File: src/ims_pkg.sv
// Constants, register map and state type for the two-wire serial controller.
// Assumes one 100 MHz clock and a synchronous active-high reset.
// Behaviour
// - While disabled, both line pins are plain general-purpose port pins.
// - Whole bytes handled alone in four roles: master or slave, transmit or receive.
// - Byte transport, clocking, address match and arbitration all done in hardware.
// - Received address bytes compared with own address by hardware.
// - Enable bit 6 low disables the controller; its line drivers float.
// - Begin request bit 5 gives START when bus free, repeated START as master.
// - Halt request bit 4 makes a STOP; hardware clears it on a bus STOP.
// - STOP begins once the event flag is cleared while halt request is set.
// - Address-received bit 3 set by hardware, cleared only by software.
// - Ack enable bit 2 pulls data low in acknowledge slot of received bytes.
// - Ack enable clear leaves data released high in the acknowledge slot.
// - Rate code bits 7,1,0 pick divisor 16,24,30,60,120,240,480,960.
// - Event flag set after own address, general call, master or slave byte, slave stop.
// - Reading the status register clears the event flag.
// - Shift buffer moves bit 7 first, shifting toward the high end.
// - Own id register holds the 7-bit slave address answered to.
package ims_pkg;
	// ----------------------------------------
	// Register map
	// ----------------------------------------
	localparam logic [2:0] REG_CTRL = 3'h0;
	localparam logic [2:0] REG_STAT = 3'h1;
	localparam logic [2:0] REG_DATA = 3'h2;
	localparam logic [2:0] REG_OWN = 3'h3;
	localparam logic [2:0] REG_ISTAT = 3'h4;
	localparam logic [2:0] REG_IMASK = 3'h5;
	localparam logic [7:0] CTRL_RESET = 8'h00;
	localparam logic [7:0] BYTE_RESET = 8'h00;
	localparam logic [3:0] IRQ_RESET = 4'h0;
	localparam logic [1:0] LINE_IDLE = 2'h3;
	// ----------------------------------------
	// Field positions
	// ----------------------------------------
	localparam int CB_RATE_HI = 7;
	localparam int CB_EN = 6;
	localparam int CB_BEGIN = 5;
	localparam int CB_HALT = 4;
	localparam int CB_ADDR = 3;
	localparam int CB_ACK = 2;
	localparam int CB_RATE_MID = 1;
	localparam int CB_RATE_LO = 0;
	localparam int OWN_GC = 0;
	localparam int IB_BYTE = 0;
	localparam int IB_ADDR = 1;
	localparam int IB_STOP = 2;
	localparam int IB_LOST = 3;
	// Bit slot counts within a byte
	localparam logic [3:0] BIT_FIRST = 4'h0;
	localparam logic [3:0] BIT_ACK = 4'h8;
	localparam logic [3:0] BIT_DONE = 4'h9;
	localparam logic [3:0] BIT_PRE = 4'hF;
	// Oscillator divisors 16,24,30,60,120,240,480,960
	localparam logic [9:0] OSC_DIV [8] = '{10'h010, 10'h018, 10'h01E, 10'h03C,
		10'h078, 10'h0F0, 10'h1E0, 10'h3C0};
	// Half a serial clock period in oscillator cycles
	function automatic logic [8:0] half_period(input logic [2:0] code);
		return OSC_DIV[code][9:1];
	endfunction : half_period
	typedef enum logic [3:0] {ST_IDLE, ST_MSTART, ST_MLO, ST_MHI, ST_MWAIT, ST_MRS1,
		ST_MRS2, ST_MSTOP1, ST_MSTOP2, ST_MSTOP3, ST_SBIT, ST_SWAIT, ST_SSKIP} ims_state_type;
endpackage : ims_pkg

File: src/ims_line_if.sv
// Synchronised line levels and bus conditions passed to the controller core.
// Assumes the sense module drives every signal on the core clock.
`timescale 1ns/10ps
interface ims_line_if;
	logic scl;
	logic sda;
	logic scl_rise;
	logic scl_fall;
	logic start_det;
	logic stop_det;
	modport sense (output scl, output sda, output scl_rise, output scl_fall,
		output start_det, output stop_det);
	modport core (input scl, input sda, input scl_rise, input scl_fall,
		input start_det, input stop_det);
endinterface : ims_line_if

File: src/ims_line_sense.sv
// Two-flop synchronisers and edge / START / STOP detection on the line pins.
// Assumes raw pin levels from outside the clock domain.
`timescale 1ns/10ps
module ims_line_sense (
	input logic clk,
	input logic srst,
	input logic scl_pin,
	input logic sda_pin,
	ims_line_if.sense ln
);
	logic [1:0] scl_sync;
	logic [1:0] sda_sync;
	logic scl_prev;
	logic sda_prev;

	// Synchronisers, idle high like a pulled-up line
	always_ff @(posedge clk) begin
		if (srst) begin
			scl_sync <= ims_pkg::LINE_IDLE;
			sda_sync <= ims_pkg::LINE_IDLE;
		end else begin
			scl_sync <= {scl_sync[0], scl_pin};
			sda_sync <= {sda_sync[0], sda_pin};
		end
	end

	// Previous settled levels for edge finding
	always_ff @(posedge clk) begin
		if (srst) begin
			scl_prev <= 1'b1;
			sda_prev <= 1'b1;
		end else begin
			scl_prev <= scl_sync[1];
			sda_prev <= sda_sync[1];
		end
	end

	// Data moving while clock stays high marks START or STOP
	assign ln.scl = scl_sync[1];
	assign ln.sda = sda_sync[1];
	assign ln.scl_rise = scl_sync[1] && !scl_prev;
	assign ln.scl_fall = !scl_sync[1] && scl_prev;
	assign ln.start_det = scl_sync[1] && scl_prev && sda_prev && !sda_sync[1];
	assign ln.stop_det = scl_sync[1] && scl_prev && !sda_prev && sda_sync[1];
endmodule : ims_line_sense

File: src/ims_controller.sv
// Two-wire serial controller: master and slave, transmit and receive.
// Assumes open-drain lines with pull-ups and a register port on the same clock.
`timescale 1ns/10ps
module ims_controller (
	input logic clk,
	input logic srst,
	input logic [2:0] addr,
	input logic [7:0] wdata,
	input logic wr,
	input logic rd,
	output logic [7:0] rdata,
	output logic irq,
	input logic scl_in,
	output logic scl_out,
	output logic scl_oe,
	input logic sda_in,
	output logic sda_out,
	output logic sda_oe,
	input logic port_scl_out,
	input logic port_scl_oe,
	input logic port_sda_out,
	input logic port_sda_oe
);
	ims_line_if ln ();
	logic [7:0] i2c_control;
	logic [7:0] next_ctrl;
	logic [7:0] shift_buffer;
	logic [7:0] own_slave_id;
	ims_pkg::ims_state_type st;
	ims_pkg::ims_state_type next_st;
	logic [3:0] bitcnt;
	logic [3:0] nb;
	logic [8:0] div_cnt;
	logic [8:0] half;
	logic [3:0] irq_stat;
	logic [3:0] irq_mask;
	logic [3:0] irq_set;
	logic bus_port_on;
	logic ack_enable;
	logic tick;
	logic count_en;
	logic sda_pull;
	logic scl_pull;
	logic event_flag;
	logic stop_flag;
	logic gc_flag;
	logic busy;
	logic lost_flag;
	logic nack;
	logic tx_mode;
	logic slv;
	logic s_addr;
	logic master;
	logic wr_ctrl;
	logic rd_stat;
	logic sample;
	logic s_fall;
	logic byte_m;
	logic lost;
	logic start_go;
	logic hit;
	logic gc_hit;
	logic byte_s;
	logic stop_s;
	logic ev_set;

	ims_line_sense u_sense (
		.clk(clk),
		.srst(srst),
		.scl_pin(scl_in),
		.sda_pin(sda_in),
		.ln(ln)
	);

	// ----------------------------------------
	// Decode and timing
	// ----------------------------------------
	assign bus_port_on = i2c_control[ims_pkg::CB_EN];
	assign ack_enable = i2c_control[ims_pkg::CB_ACK];
	assign half = ims_pkg::half_period({i2c_control[ims_pkg::CB_RATE_HI],
		i2c_control[ims_pkg::CB_RATE_MID], i2c_control[ims_pkg::CB_RATE_LO]});
	// Phases with clock released wait for the line to go high: stretching
	assign count_en = ln.scl || !(st inside {ims_pkg::ST_MSTART, ims_pkg::ST_MHI,
		ims_pkg::ST_MRS2, ims_pkg::ST_MSTOP2, ims_pkg::ST_MSTOP3});
	assign tick = count_en && div_cnt == half - 9'h001;
	assign wr_ctrl = wr && addr == ims_pkg::REG_CTRL;
	assign rd_stat = rd && addr == ims_pkg::REG_STAT;
	assign master = st inside {ims_pkg::ST_MSTART, ims_pkg::ST_MLO, ims_pkg::ST_MHI,
		ims_pkg::ST_MWAIT, ims_pkg::ST_MRS1, ims_pkg::ST_MRS2, ims_pkg::ST_MSTOP1,
		ims_pkg::ST_MSTOP2, ims_pkg::ST_MSTOP3};

	// Bus events seen by master and slave sides
	assign s_fall = st == ims_pkg::ST_SBIT && ln.scl_fall;
	assign nb = bitcnt + 4'h1;
	assign sample = (st == ims_pkg::ST_MHI && tick) || (st == ims_pkg::ST_SBIT && ln.scl_rise);
	assign lost = st == ims_pkg::ST_MHI && tick && tx_mode && bitcnt < ims_pkg::BIT_ACK
		&& !sda_pull && !ln.sda;
	assign byte_m = st == ims_pkg::ST_MHI && tick && bitcnt == ims_pkg::BIT_ACK;
	assign gc_hit = shift_buffer == ims_pkg::BYTE_RESET && own_slave_id[ims_pkg::OWN_GC];
	assign hit = s_fall && s_addr && nb == ims_pkg::BIT_ACK && ack_enable
		&& (shift_buffer[7:1] == own_slave_id[7:1] || gc_hit);
	assign byte_s = s_fall && nb == ims_pkg::BIT_DONE && slv;
	assign stop_s = ln.stop_det && slv;
	assign ev_set = byte_m || lost || byte_s || stop_s;
	assign start_go = next_st == ims_pkg::ST_MSTART && st != ims_pkg::ST_MSTART;

	// Data line level for a slot: bits from the buffer, ack when receiving
	function automatic logic drive(input logic [3:0] idx, input logic tx,
		input logic msb, input logic ok);
		if (idx < ims_pkg::BIT_ACK) begin
			return tx && !msb;
		end
		return idx == ims_pkg::BIT_ACK && !tx && ok;
	endfunction : drive

	// ----------------------------------------
	// Sequencer
	// ----------------------------------------
	always_comb begin
		next_st = st;
		case (st)
			ims_pkg::ST_IDLE: begin
				if (i2c_control[ims_pkg::CB_BEGIN] && !busy) begin
					next_st = ims_pkg::ST_MSTART;
				end else if (ln.start_det) begin
					next_st = ims_pkg::ST_SBIT;
				end
			end
			ims_pkg::ST_MSTART: if (tick) next_st = ims_pkg::ST_MLO;
			ims_pkg::ST_MLO: if (tick) next_st = ims_pkg::ST_MHI;
			ims_pkg::ST_MHI: begin
				if (lost) begin
					next_st = ims_pkg::ST_IDLE;
				end else if (tick) begin
					next_st = bitcnt == ims_pkg::BIT_ACK ? ims_pkg::ST_MWAIT : ims_pkg::ST_MLO;
				end
			end
			// Clock held low until the event is taken, then halt, restart or next byte
			ims_pkg::ST_MWAIT: begin
				if (!event_flag) begin
					if (i2c_control[ims_pkg::CB_HALT]) begin
						next_st = ims_pkg::ST_MSTOP1;
					end else if (i2c_control[ims_pkg::CB_BEGIN]) begin
						next_st = ims_pkg::ST_MRS1;
					end else begin
						next_st = ims_pkg::ST_MLO;
					end
				end
			end
			ims_pkg::ST_MRS1: if (tick) next_st = ims_pkg::ST_MRS2;
			ims_pkg::ST_MRS2: if (tick) next_st = ims_pkg::ST_MSTART;
			ims_pkg::ST_MSTOP1: if (tick) next_st = ims_pkg::ST_MSTOP2;
			ims_pkg::ST_MSTOP2: if (tick) next_st = ims_pkg::ST_MSTOP3;
			ims_pkg::ST_MSTOP3: if (tick) next_st = ims_pkg::ST_IDLE;
			ims_pkg::ST_SBIT: begin
				if (ln.stop_det) begin
					next_st = ims_pkg::ST_IDLE;
				end else if (s_fall && s_addr && nb == ims_pkg::BIT_ACK && !hit) begin
					next_st = ims_pkg::ST_SSKIP;
				end else if (byte_s) begin
					next_st = ims_pkg::ST_SWAIT;
				end
			end
			ims_pkg::ST_SWAIT: begin
				if (ln.stop_det) begin
					next_st = ims_pkg::ST_IDLE;
				end else if (!event_flag) begin
					next_st = (tx_mode && nack) ? ims_pkg::ST_SSKIP : ims_pkg::ST_SBIT;
				end
			end
			ims_pkg::ST_SSKIP: begin
				if (ln.stop_det) begin
					next_st = ims_pkg::ST_IDLE;
				end else if (ln.start_det) begin
					next_st = ims_pkg::ST_SBIT;
				end
			end
			default: next_st = ims_pkg::ST_IDLE;
		endcase
		if (!bus_port_on) begin
			next_st = ims_pkg::ST_IDLE;
		end
	end

	// State register
	always_ff @(posedge clk) begin
		if (srst) begin
			st <= ims_pkg::ST_IDLE;
		end else begin
			st <= next_st;
		end
	end

	// Half-period divider, restarted at each phase change
	always_ff @(posedge clk) begin
		if (srst || next_st != st) begin
			div_cnt <= '0;
		end else if (count_en) begin
			div_cnt <= div_cnt + 9'h001;
		end
	end

	// Bit slot counter; the slave starts one below zero so the first fall gives 0
	always_ff @(posedge clk) begin
		if (srst) begin
			bitcnt <= ims_pkg::BIT_FIRST;
		end else if (ln.start_det && next_st == ims_pkg::ST_SBIT) begin
			bitcnt <= ims_pkg::BIT_PRE;
		end else if (next_st == ims_pkg::ST_MLO && st != ims_pkg::ST_MHI
			&& st != ims_pkg::ST_MLO) begin
			bitcnt <= ims_pkg::BIT_FIRST;
		end else if ((st == ims_pkg::ST_MHI && tick) || s_fall) begin
			bitcnt <= nb;
		end else if (st == ims_pkg::ST_SWAIT && next_st == ims_pkg::ST_SBIT) begin
			bitcnt <= ims_pkg::BIT_FIRST;
		end
	end

	// Address phase marker: first byte after any START
	always_ff @(posedge clk) begin
		if (srst) begin
			s_addr <= 1'b0;
		end else if (start_go || (ln.start_det && next_st == ims_pkg::ST_SBIT)) begin
			s_addr <= 1'b1;
		end else if (byte_m || (s_fall && nb == ims_pkg::BIT_DONE)) begin
			s_addr <= 1'b0;
		end
	end

	// ----------------------------------------
	// Data path and line drivers
	// ----------------------------------------
	// Shift toward the high end, so bit 7 leaves and arrives first
	always_ff @(posedge clk) begin
		if (srst) begin
			shift_buffer <= ims_pkg::BYTE_RESET;
		end else if (sample && bitcnt < ims_pkg::BIT_ACK) begin
			shift_buffer <= {shift_buffer[6:0], ln.sda};
		end else if (wr && addr == ims_pkg::REG_DATA) begin
			shift_buffer <= wdata;
		end
	end

	// Data pull changes only while the clock is low, except START and STOP
	always_ff @(posedge clk) begin
		if (srst) begin
			sda_pull <= 1'b0;
		end else if (next_st inside {ims_pkg::ST_IDLE, ims_pkg::ST_SSKIP,
			ims_pkg::ST_MRS1, ims_pkg::ST_MSTOP3}) begin
			sda_pull <= 1'b0;
		end else if (next_st inside {ims_pkg::ST_MSTART, ims_pkg::ST_MSTOP1}) begin
			sda_pull <= 1'b1;
		end else if (st == ims_pkg::ST_MLO && div_cnt == '0) begin
			sda_pull <= drive(bitcnt, tx_mode, shift_buffer[7], ack_enable);
		end else if (s_fall) begin
			sda_pull <= drive(nb, tx_mode, shift_buffer[7], s_addr ? hit : ack_enable);
		end else if (st == ims_pkg::ST_SWAIT && next_st == ims_pkg::ST_SBIT) begin
			sda_pull <= tx_mode && !shift_buffer[7];
		end
	end

	// Clock pulled low in master low phases and while a byte waits for software
	always_ff @(posedge clk) begin
		if (srst) begin
			scl_pull <= 1'b0;
		end else begin
			scl_pull <= next_st inside {ims_pkg::ST_MLO, ims_pkg::ST_MWAIT, ims_pkg::ST_MRS1,
				ims_pkg::ST_MSTOP1, ims_pkg::ST_SWAIT};
		end
	end

	// Disabled: port logic owns the pins and the core drivers float
	assign scl_oe = bus_port_on ? scl_pull : port_scl_oe;
	assign scl_out = bus_port_on ? 1'b0 : port_scl_out;
	assign sda_oe = bus_port_on ? sda_pull : port_sda_oe;
	assign sda_out = bus_port_on ? 1'b0 : port_sda_out;

	// ----------------------------------------
	// Control and status registers
	// ----------------------------------------
	// Hardware set of the address bit wins over a software clear
	always_comb begin
		next_ctrl = i2c_control;
		if (wr_ctrl) begin
			next_ctrl = wdata;
		end else begin
			if (start_go) next_ctrl[ims_pkg::CB_BEGIN] = 1'b0;
			if (ln.stop_det) next_ctrl[ims_pkg::CB_HALT] = 1'b0;
		end
		if (hit) begin
			next_ctrl[ims_pkg::CB_ADDR] = 1'b1;
		end
	end

	always_ff @(posedge clk) begin
		if (srst) begin
			i2c_control <= ims_pkg::CTRL_RESET;
			own_slave_id <= ims_pkg::BYTE_RESET;
		end else begin
			i2c_control <= next_ctrl;
			if (wr && addr == ims_pkg::REG_OWN) own_slave_id <= wdata;
		end
	end

	// Event flag: a new event beats the clearing read
	always_ff @(posedge clk) begin
		if (srst) begin
			event_flag <= 1'b0;
		end else if (ev_set) begin
			event_flag <= 1'b1;
		end else if (rd_stat) begin
			event_flag <= 1'b0;
		end
	end

	// Bus condition flags
	always_ff @(posedge clk) begin
		if (srst || !bus_port_on) begin
			busy <= 1'b0;
			stop_flag <= 1'b0;
			gc_flag <= 1'b0;
			slv <= 1'b0;
		end else if (ln.start_det || ln.stop_det) begin
			busy <= ln.start_det;
			stop_flag <= ln.stop_det;
			gc_flag <= 1'b0;
			slv <= 1'b0;
		end else if (hit) begin
			gc_flag <= gc_hit;
			slv <= 1'b1;
		end
	end

	// Role and transfer result flags
	always_ff @(posedge clk) begin
		if (srst) begin
			tx_mode <= 1'b0;
			lost_flag <= 1'b0;
			nack <= 1'b0;
		end else begin
			if (start_go) begin
				tx_mode <= 1'b1;
			end else if (ln.start_det && next_st == ims_pkg::ST_SBIT) begin
				tx_mode <= 1'b0;
			end else if ((byte_m && s_addr) || hit) begin
				tx_mode <= byte_m ? !shift_buffer[0] : shift_buffer[0];
			end
			if (lost) begin
				lost_flag <= 1'b1;
			end else if (start_go) begin
				lost_flag <= 1'b0;
			end
			if (sample && bitcnt == ims_pkg::BIT_ACK) begin
				nack <= ln.sda;
			end
		end
	end

	// Interrupt status: write one to clear, new events win
	assign irq_set[ims_pkg::IB_BYTE] = ev_set;
	assign irq_set[ims_pkg::IB_ADDR] = hit;
	assign irq_set[ims_pkg::IB_STOP] = stop_s;
	assign irq_set[ims_pkg::IB_LOST] = lost;
	always_ff @(posedge clk) begin
		if (srst) begin
			irq_stat <= ims_pkg::IRQ_RESET;
			irq_mask <= ims_pkg::IRQ_RESET;
			irq <= 1'b0;
		end else begin
			if (wr && addr == ims_pkg::REG_ISTAT) begin
				irq_stat <= (irq_stat & ~wdata[3:0]) | irq_set;
			end else begin
				irq_stat <= irq_stat | irq_set;
			end
			if (wr && addr == ims_pkg::REG_IMASK) irq_mask <= wdata[3:0];
			irq <= |(irq_stat & irq_mask); // One cycle behind the status bits
		end
	end

	// Read data in the cycle after the strobe, zero otherwise
	always_ff @(posedge clk) begin
		if (srst || !rd) begin
			rdata <= ims_pkg::BYTE_RESET;
		end else begin
			case (addr)
				ims_pkg::REG_CTRL: rdata <= i2c_control;
				ims_pkg::REG_STAT: rdata <= {gc_flag, stop_flag, event_flag, tx_mode,
					busy && !master, lost_flag, nack, slv};
				ims_pkg::REG_DATA: rdata <= shift_buffer;
				ims_pkg::REG_OWN: rdata <= own_slave_id;
				ims_pkg::REG_ISTAT: rdata <= {4'h0, irq_stat};
				ims_pkg::REG_IMASK: rdata <= {4'h0, irq_mask};
				default: rdata <= ims_pkg::BYTE_RESET;
			endcase
		end
	end
endmodule : ims_controller

File: config.mk
export PLATFORM = sky130hd
export DESIGN_NAME = ims_controller
export DESIGN_NICKNAME = d
export VERILOG_FILES = /design/src/ims_pkg.sv /design/src/ims_line_if.sv /design/src/ims_line_sense.sv /design/src/ims_controller.sv
export SDC_FILE = /design/constraint.sdc
export NUM_CORES = 1
export LEC_CHECK = 0
export BUFFER_PORTS_ARGS = -buffer_cell sky130_fd_sc_hd__buf_2
export CORE_MARGIN = 4
export CORE_UTILIZATION = 40
export CTS_CLUSTER_SIZE = 14
export DETAILED_ROUTE_END_ITERATION = 8
export GPL_TIMING_DRIVEN = 0
export PLACE_DENSITY_LB_ADDON = 0.25
export SLEW_MARGIN = 20
export SYNTH_ARGS = -nofsm -noshare
export SYNTH_HDL_FRONTEND = slang
export SYNTH_SLANG_ARGS = --single-unit
File: constraint.sdc
create_clock -name clk -period 4.7 [get_ports clk]
set_input_delay 0.94 -clock clk [delete_from_list [all_inputs] [get_ports clk]]
set_output_delay 0.94 -clock clk [all_outputs]
set_load 0.01 [all_outputs]
======== Word level (Yosys, flattened, before mapping) ========
Memory sizes are Yosys's and may differ from the RTL's.
Cells that the tools add are included.
Widths: inputs -> output; s select.
operators by class
  reduce and logical (&&, ||, !) cells .... 99
  $add $sub $neg .......................... 3
  bitwise gates (word level) .............. 6
  equality and inequality tests ........... 35
  order comparisons ....................... 3
  mux-type cells .......................... 72
operators by type and width
  cell                 number
  $mux 4               25
  $pmux 4 s13          1
  $eq 4x4->1 const B   12
  $logic_and 1x1->1    48
  $pmux 8 s6           1
  $mux 1               36
  $eq 4x3->1 const B   7
  $mux 10              2
  $mux 8               2
  $reduce_bool 2->1    8
  $logic_not 1->1      14
  $logic_or 1x1->1     14
  $eq 4x2->1 const B   3
  $mux 3               4
  $reduce_bool 4->1    3
  $reduce_bool 5->1    2
  $add 9x1->9 const B  1
  $eq 9x9->1           1
  $logic_not 9->1      1
  $reduce_bool 9->1    1
  $sub 9x1->9 const B  1
  $and 4x4->4          2
  $eq 4x1->1 const B   2
  $logic_not 4->1      2
  19 further kinds     25
storage, ports and cells
  bits in read-only memories .............. 80
  input port bits ......................... 21
  flip-flop bits (word level) ............. 75
  output and inout port bits .............. 13
  memories kept ........................... 1
  logic and storage cells ................. 247
memory list
  memory            depth  bits a word  rd ports  clocked after Yosys merged registers in  write ports  line           text
  (name not given)  8      10           1         0                                        0            ims_pkg.sv:60  return OSC_DIV[code][9:1];

======== Depth between registers and ports, before layout ========
  depth after elaboration ................. 24
  mapped depth ............................ 16
  gate-level depth less buffers ........... 13

======== By module ========
Synthesis repeated with hierarchy kept, for this count alone.
second synthesis, totals
  cell total of the unflattened synthesis .. 572
  area total of the unflattened synthesis .. 4705.8 µm²
by module, submodules not included
  module          cells each  instances  area an instance (µm²)  seq. area each (µm²)
  ims_controller  556         1          4515.6                  1381.3
  ims_line_sense  16          1          190.2                   120.1

======== Worst setup path after synthesis ========
No wires, ideal clock.
  kind .................................... flip-flop to flip-flop
  from .................................... register i2c_control[1]
  to ...................................... register sda_pull
  path buffers ............................ 1
  setup time .............................. 0.073 ns
  cell stages (with the launch flop) ...... 15
  clock period less this slack ............ 3.378 ns
  data arrival time ....................... 3.305 ns
  slack ................................... 1.322 ns
  path through ............................ dfxtp_1 buf_2 or3_1 nand2_1 ha_1 xnor2_1 a211oi_2 o211ai_1 or3_4 nor4_4 a211oi_2 and2_4 or4_1 and4b_1 nor3_2
on the way
  word-level cells in the longest chain between the ends .. 18
  elaborated cells on any way between the ends .. 36
  classes of those cells .................. add/sub (1); eq/ne (7); mux (14); bitwise (1); reduce/logical (12); memory (1)
ends and longest elaborated chain
  item                                                       line                   text
  start, declared                                            ims_controller.sv:25   logic [7:0] i2c_control;
  start signal, assigned                                     ims_controller.sv:297  i2c_control <= ims_pkg::CTRL_RESET;
  start signal, assigned                                     ims_controller.sv:300  i2c_control <= next_ctrl;
  $not 3->4 (not written as such) *                          ims_pkg.sv:60
  $mem_v2 8x10 *                                             --
  $mux 10 (not written as such) * (2 in series)              ims_pkg.sv:60
  $sub 9x1->9 *                                              ims_controller.sv:85   assign tick = count_en && div_cnt == half - 9'h001;
  $eq 9x9->1 *                                               ims_controller.sv:85
  $logic_and 1x1->1 *                                        ims_controller.sv:85
  $logic_and 1x1->1 (3 in series)                            ims_controller.sv:96   assign lost = st == ims_pkg::ST_MHI && tick && tx_mode && bitcnt < ims_pkg::BIT_ACK
  $logic_and 1x1->1 (2 in series)                            ims_controller.sv:97   && !sda_pull && !ln.sda;
  $mux 4                                                     ims_controller.sv:132  if (lost) begin
  $pmux 4 s13 *                                              ims_controller.sv:121  case (st)
  $mux 4 *                                                   ims_controller.sv:180  if (!bus_port_on) begin
  $eq 4x1->1, or another cell as far along                   ims_controller.sv:251  end else if (next_st inside {ims_pkg::ST_MSTART, ims_pkg::ST_MSTOP1}) begin
  $reduce_bool 2->1, or another cell as far along            ims_controller.sv:251
  $reduce_bool 4->1 (no line), or another cell as far along  --
  end signal, assigned                                       ims_controller.sv:254  sda_pull <= drive(bitcnt, tx_mode, shift_buffer[7], ack_enable);
  end signal, assigned                                       ims_controller.sv:256  sda_pull <= drive(nb, tx_mode, shift_buffer[7], s_addr ? hit : ack_enable);
  end signal, assigned                                       ims_controller.sv:258  sda_pull <= tx_mode && !shift_buffer[7];
  end, declared                                              ims_controller.sv:42   logic sda_pull;
Mark *: on every way between the ends. The rest lies on a longest branch, timed or not. The select of a mux whose other input is x is not followed.
A chain may end at the register's enable or synchronous reset.

======== Worst setup path after layout ========
  from .................................... register i2c_control[1]
  to ...................................... register bitcnt[0]
on the way
  word-level cells in the longest chain between the ends .. 20
  elaborated cells on any way between the ends .. 34
  classes of those cells .................. add/sub (1); eq/ne (3); mux (16); bitwise (1); reduce/logical (12); memory (1)
ends and longest elaborated chain
  item                                           line                                         text
  $not 3->4 (not written as such) *              ims_pkg.sv:60
  $mem_v2 8x10 *                                 --
  $mux 10 (not written as such) * (2 in series)  ims_pkg.sv:60
  $sub 9x1->9 *                                  ims_controller.sv:85
  $eq 9x9->1 *                                   ims_controller.sv:85
  $logic_and 1x1->1 *                            ims_controller.sv:85
  $logic_and 1x1->1                              ims_controller.sv:96, ims_controller.sv:212
  $logic_and 1x1->1 (2 in series)                ims_controller.sv:96
  $logic_and 1x1->1 (2 in series)                ims_controller.sv:97
  $mux 4                                         ims_controller.sv:132
  $pmux 4 s13                                    ims_controller.sv:121
  $mux 4                                         ims_controller.sv:180
  $eq 4x2->1                                     ims_controller.sv:209                        end else if (next_st == ims_pkg::ST_MLO && st != ims_pkg::ST_MHI
  $logic_and 1x1->1                              ims_controller.sv:209
  $logic_and 1x1->1                              ims_controller.sv:210                        && st != ims_pkg::ST_MLO) begin
  $mux 4                                         ims_controller.sv:209
  $mux 4                                         ims_controller.sv:207                        end else if (ln.start_det && next_st == ims_pkg::ST_SBIT) begin
  end signal, assigned                           ims_controller.sv:206                        bitcnt <= ims_pkg::BIT_FIRST;
  end signal, assigned                           ims_controller.sv:208                        bitcnt <= ims_pkg::BIT_PRE;
  end signal, assigned                           ims_controller.sv:211                        bitcnt <= ims_pkg::BIT_FIRST;
  end, declared                                  ims_controller.sv:31                         logic [3:0] bitcnt;
Marks and branches as above.

==> impl_metrics.yaml <==
power:
  ir_drop_uv: 171
  powerDensity_nw_per_um2: 247
  p_leak_nw: 1.83
synth:
  seq_area_frac_synth_pct: 33.5
  synth_top_area_share_pct: 33.5
  post-synth-top-area-cell: "dfxtp_1"
  async_flop_share_pct: 0
  yosysWarnings: 0
  ys_types: 73
  yosys_register_bits: 75
  synth_fp_nets: 591
  synth_area_leaders: "dfxtp_1 33%, nand2_1 6.2%, a21oi_1 5.8%"
  synthTopCellsByCount: "75 x dfxtp_1, 74 x nand2_1, 63 x nor2_1"
  syn_avg_cell_area_sq_um: 7.97
  netlist_instances: 563
  yosysMostFrequentCell: "dfxtp_1"
  synthFlopType: "dfxtp_1"
  syn_area_sq_um: 4490
  synth_edf_count: 0
die:
  die-area_sq_um: 13000
  die_x_microns: 114
  row_count: 38
  io_pins: 34
  coreArea_sq_um: 10900
  fp.dieH_microns: 114
  start_util_pct: 41.2
final_layout:
  final_cell_count_no_fill: 749
  register_area_sq_um: 1500
  nNetsFinal: 632
  fin_util_pct: 45.7
  areaGrowthSynthToFinish_pct: 10.8
  drive_gt1_share_pct: 14.9
  fill_cells: 1101
  multi_input_area_sq_um: 2770
  diodes: 0
place:
  dp_hpwl_microns: 9590
  dpl_worst_slack_ns: 0.772
  dp.cells: 733
  routabilityCongestion: 0.911
  numPortBuffers: 30
min_path:
  whs_endpoint: "u_sense.sda_sync[1]"
  min_from: "u_sense.sda_sync[0]"
  hold_path_depth: 1
  hp-class: "reg2reg"
worst_setup_path:
  cp.depth: 15
  crit_chain: "buf_2, or3_1, nand2_1, ha_1, xnor2_1, a211oi_2, o211ai_1, nor3_2, and3_1, o211a_1, clkbuf_1, a21oi_1, nor4_1, or3_1, o22ai_1"
  crit_family: "simple AND/OR/NAND/NOR gates"
  cp_max_fo: 10
  path_buf_inv: 2
  required_ns: 4.93
  path_class: "reg2reg"
  endpoint_kind: "flop"
  reg2reg_from: "i2c_control[1]"
  crit_path_start_kind: "flop"
  slowest_stage: "nor4_1"
  cp_data_arrival_time_ns: 4.17
  r2r_end: "bitcnt[0]"
  rr_worst_depth: 15
  cp_slowest_stage_delay_ns: 0.56
  critPathMostFrequentCell: "or3_1"
  reg2reg_slack_ns: 0.76
clock_network:
  clock_sinks: 75
  clk_latency_ns: 0.37
  cts.clk_slew.worst_paths_ns: 0.08
  cts_tree: "done"
  clockBufferDepth: 2
  cts_hold_buf: 0
  htreeDepth: 3
  postCtsSetupBuffers: 0
  clockRootBuffer: "clkbuf_8"
  numCtsBuffers: 9
  cts_resized: 0
detailed_routing:
  drt_iter0_drc: 466
  wl_met1_microns: 5970
  drtPass1Iterations: 5
  drc: 0
  drt_wl_total_microns: 12800
  post_drt_wl_per_cell_microns: 17.1
  wl_met2_microns: 5870
  top_layer_used: "met4"
  viasPerCell: 5.75
  wl_met3_microns: 753
  vias: 4308
  antenna_left: 0
timing:
  hold_violations: 0
  fin_tns_setup_ns: 0
  setup_ws_ns: 0.758
  timing.final.crit_period_ns: 3.94
  fmax_ghz: 0.254
  fin_skew_ns: 0.0128
  relSlewSlack_pct: 49.3
  rsz0062_at_grt: "no"
  tightest_slew_ns: 0.753
  post-route-period-util_pct: 83.9
  setup_viol: 0
  slew_violations: 0
global_route:
  grt_antenna_before_repair: 0
  track_usage_pct: 20.4
  grt.overflow.total: 0
  grt_start_max_net_pins: 13
  grt_pass1_vias: 4088
  grt_pass1_wl_microns: 21000
run:
  maxCapViolations: 0
status:
  status: "completed"
[worst max-delay path by stage]
| stage | start | to |
|---|---|---|
| 2_1_floorplan | i2c_control[1] | sda_pull |
| 3_3_place_gp | i2c_control[1] | shift_buffer[6] |
| 3_5_place_dp | i2c_control[1] | bitcnt[0] |
| 4_1_cts | i2c_control[1] | shift_buffer[6] |
| 5_1_grt | i2c_control[1] | bitcnt[0] |
| 6_report | i2c_control[1] | bitcnt[0] |
[power by group]
part / leakage [nW] / total [mW] / switching [mW] / internal (mW)
combinational: 1.14 / 0.134 / 0.0820 / 0.0518
clock: 0.0791 / 0.436 / 0.247 / 0.189
sequential: 0.607 / 0.659 / 0.0131 / 0.646
[cells in the final DEF, fill, tap and decap left out, types with 4 or more instances in the layout]
master / count
dfxtp_1: 75
clkbuf_1: 26
a31oi_1: 9
nand4b_1: 6
nor2b_1: 17
nand2_1: 74
mux4_2: 4
inv_1: 14
nor3_1: 21
clkbuf_8: 9
mux2i_1: 17
or2_2: 11
nand4_1: 4
xnor2_1: 16
a221oi_1: 4
a211oi_2: 5
o21ai_0: 12
nor2_1: 63
xor2_1: 8
o22ai_1: 5
a22oi_1: 5
a21oi_1: 52
nand2b_1: 7
ha_1: 7
nor4_1: 5
buf_2: 36
nand3_1: 13
mux2_2: 4
and3_1: 7
[state kept, by name (all words and copies together), names as in the netlist, 2 cells and up]
signal and count:
bitcnt 4, div_cnt 9, i2c_control 8, irq_mask 4, irq_stat 4, own_slave_id 8
rdata 8, shift_buffer 8, st 4, u_sense.scl_sync 2, u_sense.sda_sync 2
[final cells by class]
cell class / count / area share, %
inverter: 15 / 1.13
clock inverter: 5 / 0.604
multi-input combinational: 438 / 55.7
clock buffer: 11 / 2.64
timing repair buffer: 30 / 3.02
buffer: 35 / 3.19
tap: 140 / 3.52
sequential: 75 / 30.2
[stage by stage]
stage                     power [mW]  cell area [sq um]  hold WS (ns)
after CTS                       1.24               4970         0.412
final                           1.23               4970         0.410
after floorplan                0.762               4490         0.389
after global routing            1.29               4970         0.424
after detailed placement       0.805               4810         0.392
after global placement         0.804               4810         0.391
[worst register-to-register path, cell delays in order (launching register included)]
cell and delay (ns):
dfxtp_1 0.37, buf_2 0.22, or3_1 0.38, nand2_1 0.08
ha_1 0.23, xnor2_1 0.14, a211oi_2 0.14, o211ai_1 0.16
nor3_2 0.35, and3_1 0.21, o211a_1 0.13, clkbuf_1 0.37
a21oi_1 0.13, nor4_1 0.56, or3_1 0.25, o22ai_1 0.09
[cell families (layout without fill, tap and decap cells)]
kind of cell | Yosys count | count (layout) | synth area share, %
buf+inv | 50 | 96 | 4.80
fa+ha+maj | 7 | 7 | 1.95
mux | 25 | 25 | 6.80
simple gates | 254 | 254 | 29.0
xor+xnor | 24 | 24 | 4.68
flops | 75 | 75 | 33.5
compound gates | 128 | 128 | 19.3
[routing by layer]
| layer | vias to the layer above | GRT usage, % |
|---|---|---|
| li1 | 2079 | - |
| met1 | 2066 | 27.7 |
| met2 | 140 | 32.0 |
| met3 | 23 | 5.46 |
| met4 | 0 | 5.86 |
| met5 | - | 0 |
Note: power is estimated with default switching activity, not from simulation.
